<file path="config.mk">
export PLATFORM = sky130hd
export DESIGN_NAME = pls_lock_status
export DESIGN_NICKNAME = d
export VERILOG_FILES = /design/src/pls_pkg.sv /design/src/pls_lock_status.sv /design/src/pls_sync.sv
export SDC_FILE = /design/constraint.sdc
export NUM_CORES = 1
export LEC_CHECK = 0
export ABC_AREA = 1
export BUFFER_PORTS_ARGS = -buffer_cell sky130_fd_sc_hd__buf_4
export CAP_MARGIN = 20
export CORE_MARGIN = 4
export CORE_UTILIZATION = 57
export CTS_BUF_LIST = sky130_fd_sc_hd__clkbuf_16
export CTS_CLUSTER_SIZE = 16
export DETAILED_ROUTE_END_ITERATION = 10
export HOLD_SLACK_MARGIN = 0.08
export PLACE_DENSITY_LB_ADDON = 0.25
export RECOVER_POWER = 100
export SLEW_MARGIN = 10
export SYNTH_ARGS = -nofsm -noshare
export SYNTH_HDL_FRONTEND = slang
export SYNTH_SLANG_ARGS = --single-unit
</file>
<file path="constraint.sdc">
create_clock -name clk_sys_in -period 3.5 [get_ports clk_sys_in]
set_input_delay 0.525 -clock clk_sys_in [delete_from_list [all_inputs] [get_ports clk_sys_in]]
set_output_delay 0.525 -clock clk_sys_in [all_outputs]
set_load 0.1 [all_outputs]
</file>
<file path="src/pls_pkg.sv">
// package: register map, field layout and reset values of the lock status bank
package pls_pkg;
    localparam int ADDR_W = 4;
    localparam int DATA_W = 8;
    // register offsets
    localparam logic [3:0] OFF_THRESH = 4'h0;
    localparam logic [3:0] OFF_CAL_STS = 4'h1;
    localparam logic [3:0] OFF_RT_STS = 4'h2;
    localparam logic [3:0] OFF_EVENTS = 4'h3;
    localparam logic [3:0] OFF_UNLOCK_CNT = 4'h4;
    localparam logic [3:0] OFF_LOCK_CFG = 4'h5;
    // threshold fields
    localparam int UPPER_MSB = 7;
    localparam int UPPER_LSB = 4;
    localparam int LOWER_MSB = 3;
    localparam int LOWER_LSB = 0;
    localparam logic [3:0] UPPER_RST = 4'h8;
    localparam logic [3:0] LOWER_RST = 4'h8;
    // calibration status fields
    localparam int CAL_FAIL_BIT = 7;
    localparam int CAL_DONE_BIT = 6;
    localparam int BAND_W = 6;
    // status and event bit positions
    localparam int LOCK_BIT = 0;
    localparam int RAIL_LOW_BIT = 1;
    localparam int RAIL_HIGH_BIT = 2;
    localparam int NUM_EVT = 3;
    // counter
    localparam int CNT_W = 4;
    localparam logic [3:0] CNT_MAX = 4'hf;
    localparam logic [3:0] CNT_RST = 4'h0;
    // precision lock enable lives in bit 0 of the lock config register
    localparam int PREC_EN_BIT = 0;
    localparam logic PREC_EN_RST = 1'b1;
endpackage

</file>
<file path="src/pls_lock_status.sv">
// module: lock threshold, calibration, status, event and unlock counter bank
`timescale 1ns/1ps
//
// Overview of operation
// - upper window code in bits 7:4, reset 8, sets high threshold.
// - lower window code in bits 3:0, reset 8, sets low threshold.
// - calibration status bit 6 reads 1 once calibration is finished.
// - calibration status bit 7 reads 1 when calibration failed.
// - six-bit calibrated band readable, valid once done reads 1.
// - real-time lock bit 0 reads 1 while locked.
// - real-time bit 2 high while control voltage rails high.
// - real-time bit 1 high while control voltage rails low.
// - rail-high event flag bit 2 set on rail-high condition.
// - rail-low event flag bit 1 set on rail-low condition.
// - loss-of-lock flag bit 0 set on each locked-to-unlocked change.
// - flags stay set until a one is written to their bit.
// - four-bit unlock counter counts each lock loss, saturates at 15.
// - writing the counter clears or presets it; counting continues.
// - precision enable, default set, selects the threshold window check.
//
module pls_lock_status #(
    parameter int BAND_W = pls_pkg::BAND_W
) (
    input wire logic clk_sys_in,                      // system clock 25 MHz
    input wire logic rst_n_in,                        // async reset, low
    input wire logic [pls_pkg::ADDR_W-1:0] addr_in,   // register address
    input wire logic [pls_pkg::DATA_W-1:0] wdata_in,  // write data
    input wire logic wr_in,                           // write strobe
    input wire logic rd_in,                           // read strobe
    output logic [pls_pkg::DATA_W-1:0] rdata_out,     // read data, next cycle
    input wire logic raw_lock_in,                     // coarse lock detector
    input wire logic above_upper_in,                  // vctrl above upper
    input wire logic below_lower_in,                  // vctrl below lower
    input wire logic cal_done_in,                     // calibration finished
    input wire logic cal_fail_in,                     // calibration failed
    input wire logic [BAND_W-1:0] cal_band_in,        // calibrated band
    output logic [3:0] upper_window_code_out,         // to upper comparator
    output logic [3:0] lower_window_code_out,         // to lower comparator
    output logic precision_en_out,                    // precision check on
    output logic lock_out                             // lock indication
);
    initial
    begin
        if (BAND_W < 1 || BAND_W > pls_pkg::CAL_DONE_BIT)
            $error("pls_lock_status: BAND_W out of range");
        if (pls_pkg::UPPER_MSB >= pls_pkg::DATA_W)
            $error("pls_lock_status: upper field outside data word");
        if (pls_pkg::UPPER_LSB != pls_pkg::LOWER_MSB + 1)
            $error("pls_lock_status: threshold fields not adjacent");
        if (pls_pkg::CAL_FAIL_BIT >= pls_pkg::DATA_W)
            $error("pls_lock_status: fail bit outside data word");
        if (pls_pkg::CAL_FAIL_BIT == pls_pkg::CAL_DONE_BIT)
            $error("pls_lock_status: fail and done bits overlap");
        if (pls_pkg::NUM_EVT > pls_pkg::DATA_W)
            $error("pls_lock_status: too many event flags");
        if (pls_pkg::RAIL_HIGH_BIT >= pls_pkg::NUM_EVT)
            $error("pls_lock_status: rail high flag outside events");
        if (pls_pkg::CNT_W > pls_pkg::DATA_W)
            $error("pls_lock_status: counter wider than data word");
        if (pls_pkg::PREC_EN_BIT >= pls_pkg::DATA_W)
            $error("pls_lock_status: enable bit outside data word");
    end

    localparam int SW = 5 + BAND_W;

    logic [SW-1:0] sync_d;
    logic [SW-1:0] sync_q;
    logic raw_lock_s;
    logic above_s;
    logic below_s;
    logic cal_done_s;
    logic cal_fail_s;
    logic [BAND_W-1:0] band_s;

    assign sync_d = {raw_lock_in, above_upper_in, below_lower_in,
                     cal_done_in, cal_fail_in, cal_band_in};

    pls_sync #(
        .WIDTH(SW)
    ) u_sync (
        .clk_in(clk_sys_in),
        .rst_n_in(rst_n_in),
        .d_in(sync_d),
        .q_out(sync_q)
    );

    assign {raw_lock_s, above_s, below_s, cal_done_s, cal_fail_s, band_s} =
        sync_q;

    logic [3:0] upper_r;
    logic [3:0] lower_r;
    logic prec_en_r;
    logic lock_r;
    logic rail_high_r;
    logic rail_low_r;
    logic [pls_pkg::NUM_EVT-1:0] evt_r;
    logic [pls_pkg::NUM_EVT-1:0] evt_set;
    logic [pls_pkg::NUM_EVT-1:0] evt_clr;
    logic [pls_pkg::CNT_W-1:0] cnt_r;
    logic lock_nxt;
    logic lock_fall;
    logic wr_thresh;
    logic wr_events;
    logic wr_cnt;
    logic wr_cfg;
    logic [pls_pkg::DATA_W-1:0] rd_nxt;
    logic [3:0] upper_nxt;
    logic [3:0] lower_nxt;
    logic prec_en_nxt;
    logic [pls_pkg::NUM_EVT-1:0] evt_nxt;
    logic [pls_pkg::CNT_W-1:0] cnt_nxt;
    logic [pls_pkg::DATA_W-1:0] thresh_word;
    logic [pls_pkg::DATA_W-1:0] cal_word;
    logic [pls_pkg::DATA_W-1:0] rt_word;
    logic [pls_pkg::DATA_W-1:0] evt_word;
    logic [pls_pkg::DATA_W-1:0] cnt_word;
    logic [pls_pkg::DATA_W-1:0] cfg_word;

    assign wr_thresh = wr_in && (addr_in == pls_pkg::OFF_THRESH);
    assign wr_events = wr_in && (addr_in == pls_pkg::OFF_EVENTS);
    assign wr_cnt = wr_in && (addr_in == pls_pkg::OFF_UNLOCK_CNT);
    assign wr_cfg = wr_in && (addr_in == pls_pkg::OFF_LOCK_CFG);

    // next threshold codes, both nibbles load from one write
    always_comb
    begin
        upper_nxt = upper_r;
        lower_nxt = lower_r;
        if (wr_thresh)
        begin
            upper_nxt = wdata_in[pls_pkg::UPPER_MSB:pls_pkg::UPPER_LSB];
            lower_nxt = wdata_in[pls_pkg::LOWER_MSB:pls_pkg::LOWER_LSB];
        end
    end

    // threshold codes
    always_ff @(posedge clk_sys_in or negedge rst_n_in)
    begin
        if (!rst_n_in)
        begin
            upper_r <= pls_pkg::UPPER_RST;
            lower_r <= pls_pkg::LOWER_RST;
        end
        else
        begin
            upper_r <= upper_nxt;
            lower_r <= lower_nxt;
        end
    end

    // next precision enable
    always_comb
    begin
        prec_en_nxt = prec_en_r;
        if (wr_cfg)
            prec_en_nxt = wdata_in[pls_pkg::PREC_EN_BIT];
    end

    // precision lock enable
    always_ff @(posedge clk_sys_in or negedge rst_n_in)
    begin
        if (!rst_n_in)
            prec_en_r <= pls_pkg::PREC_EN_RST;
        else
            prec_en_r <= prec_en_nxt;
    end

    // precision mode also requires vctrl inside the threshold window
    assign lock_nxt = raw_lock_s &&
        (!prec_en_r || (!above_s && !below_s));
    assign lock_fall = lock_r && !lock_nxt;

    // real-time lock status
    always_ff @(posedge clk_sys_in or negedge rst_n_in)
    begin
        if (!rst_n_in)
            lock_r <= 1'b0;
        else
            lock_r <= lock_nxt;
    end

    // real-time rail status
    always_ff @(posedge clk_sys_in or negedge rst_n_in)
    begin
        if (!rst_n_in)
        begin
            rail_high_r <= 1'b0;
            rail_low_r <= 1'b0;
        end
        else
        begin
            rail_high_r <= above_s;
            rail_low_r <= below_s;
        end
    end

    // sticky event flags, a new event wins over a clear in the same cycle
    always_comb
    begin
        evt_set = '0;
        evt_set[pls_pkg::RAIL_HIGH_BIT] = above_s;
        evt_set[pls_pkg::RAIL_LOW_BIT] = below_s;
        evt_set[pls_pkg::LOCK_BIT] = lock_fall;
        evt_clr = wr_events ? wdata_in[pls_pkg::NUM_EVT-1:0] : '0;
    end

    generate
        for (genvar i = 0; i < pls_pkg::NUM_EVT; i++)
        begin : g_evt
            always_comb
            begin
                evt_nxt[i] = evt_r[i];
                if (evt_set[i])
                    evt_nxt[i] = 1'b1;
                else if (evt_clr[i])
                    evt_nxt[i] = 1'b0;
            end

            always_ff @(posedge clk_sys_in or negedge rst_n_in)
            begin
                if (!rst_n_in)
                    evt_r[i] <= 1'b0;
                else
                    evt_r[i] <= evt_nxt[i];
            end
        end
    endgenerate

    // next count, a write takes priority over a coincident count
    always_comb
    begin
        cnt_nxt = cnt_r;
        if (wr_cnt)
            cnt_nxt = wdata_in[pls_pkg::CNT_W-1:0];
        else if (lock_fall && cnt_r != pls_pkg::CNT_MAX)
            cnt_nxt = cnt_r + 4'h1;
    end

    // unlock counter
    always_ff @(posedge clk_sys_in or negedge rst_n_in)
    begin
        if (!rst_n_in)
            cnt_r <= pls_pkg::CNT_RST;
        else
            cnt_r <= cnt_nxt;
    end

    // read words per register, unused bits read zero
    always_comb
    begin
        thresh_word = '0;
        cal_word = '0;
        rt_word = '0;
        evt_word = '0;
        cnt_word = '0;
        cfg_word = '0;
        thresh_word[pls_pkg::UPPER_MSB:pls_pkg::UPPER_LSB] =
            upper_r;
        thresh_word[pls_pkg::LOWER_MSB:pls_pkg::LOWER_LSB] =
            lower_r;
        cal_word[pls_pkg::CAL_FAIL_BIT] = cal_fail_s;
        cal_word[pls_pkg::CAL_DONE_BIT] = cal_done_s;
        cal_word[BAND_W-1:0] = band_s;
        rt_word[pls_pkg::LOCK_BIT] = lock_r;
        rt_word[pls_pkg::RAIL_LOW_BIT] = rail_low_r;
        rt_word[pls_pkg::RAIL_HIGH_BIT] = rail_high_r;
        evt_word[pls_pkg::NUM_EVT-1:0] = evt_r;
        cnt_word[pls_pkg::CNT_W-1:0] = cnt_r;
        cfg_word[pls_pkg::PREC_EN_BIT] = prec_en_r;
    end

    // read mux
    always_comb
    begin
        rd_nxt = '0;
        case (addr_in)
            pls_pkg::OFF_THRESH:
                rd_nxt = thresh_word;
            pls_pkg::OFF_CAL_STS:
                rd_nxt = cal_word;
            pls_pkg::OFF_RT_STS:
                rd_nxt = rt_word;
            pls_pkg::OFF_EVENTS:
                rd_nxt = evt_word;
            pls_pkg::OFF_UNLOCK_CNT:
                rd_nxt = cnt_word;
            pls_pkg::OFF_LOCK_CFG:
                rd_nxt = cfg_word;
            default:
                rd_nxt = '0;
        endcase
    end

    always_ff @(posedge clk_sys_in or negedge rst_n_in)
    begin
        if (!rst_n_in)
            rdata_out <= '0;
        else if (rd_in)
            rdata_out <= rd_nxt;
        else
            rdata_out <= '0;
    end

    // threshold codes to the window comparators
    always_ff @(posedge clk_sys_in or negedge rst_n_in)
    begin
        if (!rst_n_in)
        begin
            upper_window_code_out <= pls_pkg::UPPER_RST;
            lower_window_code_out <= pls_pkg::LOWER_RST;
        end
        else
        begin
            upper_window_code_out <= upper_r;
            lower_window_code_out <= lower_r;
        end
    end

    // precision enable to the lock detector
    always_ff @(posedge clk_sys_in or negedge rst_n_in)
    begin
        if (!rst_n_in)
            precision_en_out <= pls_pkg::PREC_EN_RST;
        else
            precision_en_out <= prec_en_r;
    end

    // lock indication, one cycle behind the status bit
    always_ff @(posedge clk_sys_in or negedge rst_n_in)
    begin
        if (!rst_n_in)
            lock_out <= 1'b0;
        else
            lock_out <= lock_r;
    end
endmodule // pls_lock_status

</file>
<file path="src/pls_sync.sv">
// module: two flip-flop synchroniser for a group of level inputs
`timescale 1ns/1ps
module pls_sync #(
    parameter int WIDTH = 1
) (
    input wire logic clk_in,              // system clock
    input wire logic rst_n_in,            // async reset, active low
    input wire logic [WIDTH-1:0] d_in,    // asynchronous levels
    output logic [WIDTH-1:0] q_out        // synchronised levels
);
    logic [WIDTH-1:0] meta_r;

    always_ff @(posedge clk_in or negedge rst_n_in)
    begin
        if (!rst_n_in)
        begin
            meta_r <= '0;
            q_out <= '0;
        end
        else
        begin
            meta_r <= d_in;
            q_out <= meta_r;
        end
    end
endmodule // pls_sync
</file>
=== Word level (Yosys, flattened, before mapping) ===
Cells that the tools add are included.

* Register bits: 59
* Input bits: 27
* Output and inout port bits: 18
* Logic and storage cells: 53

* Add/sub/neg operators: 1
* Equal/unequal tests: 6
* Muxes and demuxes: 11
* Reductions and logical operators: 18

{| class="wikitable"
|+ Operators by type and width
! cell !! count
|-
| one-hot mux 8 bit (6 select lines) || 1
|-
| equality test 4 x 2 -> 1 bit (second input constant) || 2
|-
| equality test 4 x 3 -> 1 bit (second input constant) || 2
|-
| logical AND 1 bit || 8
|-
| two-way mux 4 bit || 2
|-
| two-way mux 8 bit || 1
|-
| nonzero test 2 bit || 4
|-
| two-way mux 1 bit || 6
|-
| adder 4 x 1 -> 4 bit (second input constant) || 1
|-
| equality test 4 x 1 -> 1 bit (second input constant) || 1
|-
| zero test 1 bit || 4
|-
| zero test 4 bit || 1
|-
| inequality test 4 bit (second input constant) || 1
|-
| two-way mux 3 bit || 1
|-
| logical OR 1 bit || 1
|}

=== Longest topological paths before layout ===
* Depth after elaboration: 9
* Gate-level depth with buffers: 8
* Mapped depth without buffers: 7

=== Cells and area by module ===
A second synthesis with hierarchy kept.

* Cell total of the unflattened synthesis: 201
* Area total of the unflattened synthesis: 2177.1 µm²

{| class="wikitable"
|+ By module, submodules not included
! module !! times used !! cells an instance !! area an instance (µm²) !! sequential area each (µm²)
|-
| pls_lock_status || 1 || 179 || 1626.6 || 933.4
|-
| pls_sync || 1 || 22 || 550.5 || 550.5
|}

=== Least setup slack after synthesis ===
No wires, ideal clock.

* Path type: flip-flop to output port
* Start: register lock_out
* End: output lock_out
* Data arrival time: 0.883 ns
* Data required time: 2.975 ns
* Setup slack: 2.092 ns
* Stages on the path, launching flop included: 1
* Path buffers: 0
* Cells stage by stage: dfrtp_1

{| class="wikitable"
|+ RTL lines
! element !! RTL line !! source
|-
| start, declared || pls_lock_status.sv:40 || <nowiki>output logic lock_out</nowiki>
|-
| start signal, assigned || pls_lock_status.sv:334 || <nowiki>lock_out <= lock_r;</nowiki>
|}

No word-level cell between the ends.

=== Worst setup path in the final report ===
* Start: input addr_in[3] (netlist bit)
* End: register lower_r[0]

* Longest elaborated chain between the ends: 2

{| class="wikitable"
|+ Ends and longest elaborated chain
! element !! RTL line !! source
|-
| start, declared || pls_lock_status.sv:26 || <nowiki>input wire logic [pls_pkg::ADDR_W-1:0] addr_in,</nowiki>
|-
| zero test 4 bit || pls_lock_status.sv:119 || <nowiki>assign wr_thresh = wr_in && (addr_in == pls_pkg::OFF_THRESH);</nowiki>
|-
| logical AND 1 bit || pls_lock_status.sv:119 ||
|-
| end signal, assigned || pls_lock_status.sv:142 || <nowiki>lower_r <= pls_pkg::LOWER_RST;</nowiki>
|-
| end signal, assigned || pls_lock_status.sv:147 || <nowiki>lower_r <= lower_nxt;</nowiki>
|-
| end, declared || pls_lock_status.sv:91 || <nowiki>logic [3:0] lower_r;</nowiki>
|}

Every way passes these cells.
A chain may end at the register's enable or synchronous reset.

==> summary.txt <==
Logic synthesis
  • Compound-Gate Fraction of Synth Area: 0.0457
  • Avg Inst Size Synth: 11.1 um^2
  • Post-Synth XOR/XNOR Area: 0.00400
  • Synthesized flop and latch total: 59
  • Largest family of logic cells by synthesized area: simple AND/OR/NAND/NOR gates
  • Post-Synth Adder-Cell Area: 0.00571
  • Post-synthesis mux area share: 0
  • Synth async-reset ratio: 1.00
  • Cell count after synthesis: 198
  • Post-Syn Nets: 226
  • Post-Synth Simple-Gate Area: 0.222
  • Leading post-synthesis cells by cell area: dfrtp_1, nand3_1, nand2_1
  • Register area share after synthesis: 0.677
  • Top cell type's share of synthesized area: 0.605
  • Mapped cell area: 0.00219 mm^2
  • Most frequent cells after synthesis: dfrtp_1, nand2_1, nand3_1, inv_1, nor2_1
  • Post-synth EDFFs: 0
  • Post-synth top flop: dfrtp_1
  • Top cell type by total area after synthesis: dfrtp_1
  • Yosys warning total: 0
  • Yosys cell types: 21
  • Most common cell in the synthesized netlist: dfrtp_1

Placed design
  • DP Wirelength: 2.75 mm
  • Port bufs: 44
  • Dpl cell area: 0.00254 mm^2
  • Routability cong.: 0.886
  • Dpl ws: 1.87 ns

GRT
  • Initial antenna violation count: 0
  • First-pass GRT wire length: 6.98 mm
  • Overflow after GRT: 0
  • Vias in the first global route: 1524
  • Total GRT Usage: 0.188
  • Largest net degree at the start of global routing: 60

Clocking
  • Num CTS Buffers: 9
  • Maximum clock path buffer count: 2
  • Root buffer cell: clkbuf_16
  • Post-CTS Setup Inserts: 0
  • CTS Hold Buffers Added: 0
  • Worst skew pair latency: 0.31 ns
  • CTS tree: yes
  • CTS clock-pin slew for the worst setup and hold paths: 0.05 ns
  • Clk sinks: 59
  • PostCTS Resize Cnt: 0
  • H-Tree Depth: 3

Route
  • Wire per inst: 13.4 um
  • Routed vias/inst: 5.07
  • Initial DRT Pass Iterations: 6
  • Total wire length: 4.05 mm
  • Via count: 1530
  • DRC: 0
  • Initial drt markers: 113
  • Routed Antenna Nets: 0

Setup path
  • Crit path cell chain: clkbuf_1, nor2_1, nand2_2, clkinvlp_2, nand2_1, nand2_1, o21ai_0
  • CP required: 3.68 ns
  • Startpoint Class: input pin
  • Crit Path Max Fanout: 19
  • Crit path max-delay family: simple AND/OR/NAND/NOR gates
  • WP depth: 7
  • Slowest CP cell: nor2_1
  • Worst r2r path cells: 6
  • CP arrival: 2.41 ns
  • Bufs and invs on worst path: 2
  • CP Class: input pin to register
  • CP max stage delay: 0.86 ns
  • Crit. End Element: register
  • Cell mode on critical path: nand2_1

Finish
  • Post-route cell area: 0.00269 mm^2
  • NumNets Final: 277
  • Diode count: 0
  • Layout cells sized above 1: 0.185
  • Area Overhead vs Synth: 22.5%

Timing
  • Endpoints failing hold: 0
  • Rel. slew slack: 0.111
  • Setup TNS: 0 ns
  • # setup viols final: 0
  • Fin. max-slew vios: 0
  • Worst slew pin tran: 1.33 ns
  • Worst hold slack: 0.336 ns
  • Max Freq: 0.449 GHz
  • RSZ-0062 raised after global routing: no
  • Setup Skew: 0.00295 ns
  • Final Worst Setup Slack: 1.27 ns
  • Tcrit/Tclk final: 0.636
  • Tmin final: 2.23 ns

Floorplan
  • # IOs: 45
  • Initial Util: 0.594
  • Die X: 70.0 um
  • Row cnt: 22
  • Die Ht: 70.0 um
  • Core Footprint: 0.00369 mm^2
  • Die area: 0.00490 mm^2

Flow run
  • Max Cap Viol: 0

Run status
  • Status: finished clean

Power and ir drop
  • Leakage power: 1.32 nW
  • PwrDens: 729 mW/mm^2
  • Worst vdd ir: 0.604 mV
  • Pwr Total: 1.96 mW

Hold path
  • Hold Crit Class: input pin to register
  • Min-Delay Path Depth: 1
==> stage by stage <==
step,instances,utilization
floorplan,198,-
global placement,286,0.690
detailed placement,286,0.690
CTS,302,0.759
global route,302,0.728
finish,302,0.728
==> where the power goes <==
part	total, mW	internal, mW	switching (mW)
Clock	0.728	0.462	0.267
Combinational	0.385	0.0832	0.302
Sequential	0.845	0.775	0.0701
Total	1.96	1.32	0.639
==> state kept, by name (all words and copies together), names as in the netlist, 3 cells and up <==
| signal | cells |
|---|---|
| rdata_out | 8 |
| upper_r | 4 |
| u_sync.q_out | 11 |
| cnt_r | 4 |
| lower_window_code_out | 4 |
| upper_window_code_out | 4 |
| u_sync.meta_r | 11 |
| lower_r | 4 |
| evt_r | 3 |
==> path summary, 6_finish.rpt <==
kind | start | endpoint | slack (ns)
min in group asynchronous | rst_n_in | cnt_r[0] | 0.51
setup / recovery | addr_in[3] | lower_r[0] | 1.27
hold / removal | cal_band_in[3] | u_sync.meta_r[3] | 0.34
max in group asynchronous | rst_n_in | u_sync.q_out[6] | 2.20
setup reg to reg | prec_en_r | cnt_r[1] | 2.15
hold reg to reg | u_sync.meta_r[0] | u_sync.q_out[0] | 0.34
==> cells in the final DEF (no fill, tap or decap), types with 3 or more instances in the layout <==
| cell | n |
|---|---|
| nor2_1 | 9 |
| o21ai_0 | 5 |
| nand3_1 | 39 |
| clkbuf_4 | 11 |
| dfstp_2 | 3 |
| a21oi_1 | 5 |
| inv_1 | 19 |
| nand2_1 | 46 |
| clkbuf_1 | 20 |
| buf_4 | 12 |
| clkinv_2 | 3 |
| dfstp_1 | 3 |
| dfrtp_1 | 53 |
| clkbuf_16 | 9 |
==> worst register-to-register path, cell delays in order, from the launching register on <==
cell and delay [ns]:
dfstp_1 0.59, o21ai_0 0.12, nand2_1 0.12, nand3_1 0.17
nand2_1 0.17, nand2_1 0.07, nand2_1 0.06
==> logic make-up (layout without fill, tap and decap cells) <==
family	count (synthesis)	after routing
xor+xnor	1	1
simple gates	101	101
compound gates	16	16
fa+ha+maj	1	1
flops	59	59
buf+inv	20	76
==> metal layers <==
| metal | vias to the layer above | share of wire | track usage | wire, um |
|---|---|---|---|---|
| li1 | 744 | - | - | - |
| met1 | 707 | 0.41 | 0.237 | 1640 |
| met2 | 65 | 0.49 | 0.283 | 1970 |
| met3 | 14 | 0.074 | 0.0590 | 298 |
| met4 | 0 | 0.033 | 0.115 | 132 |
| met5 | - | 0 | 0 | 0 |
==> cell type report <==
| class | count | area (um^2) |
|---|---|---|
| clock buffer | 9 | 225 |
| clock inverter | 7 | 30.0 |
| fill | 286 | 1000 |
| inverter | 16 | 61.3 |
| multi-input combinational | 119 | 573 |
| sequential | 59 | 1480 |
| tap | 48 | 60.1 |
| timing repair buffer | 44 | 253 |
(Power assumes the default switching activity.)
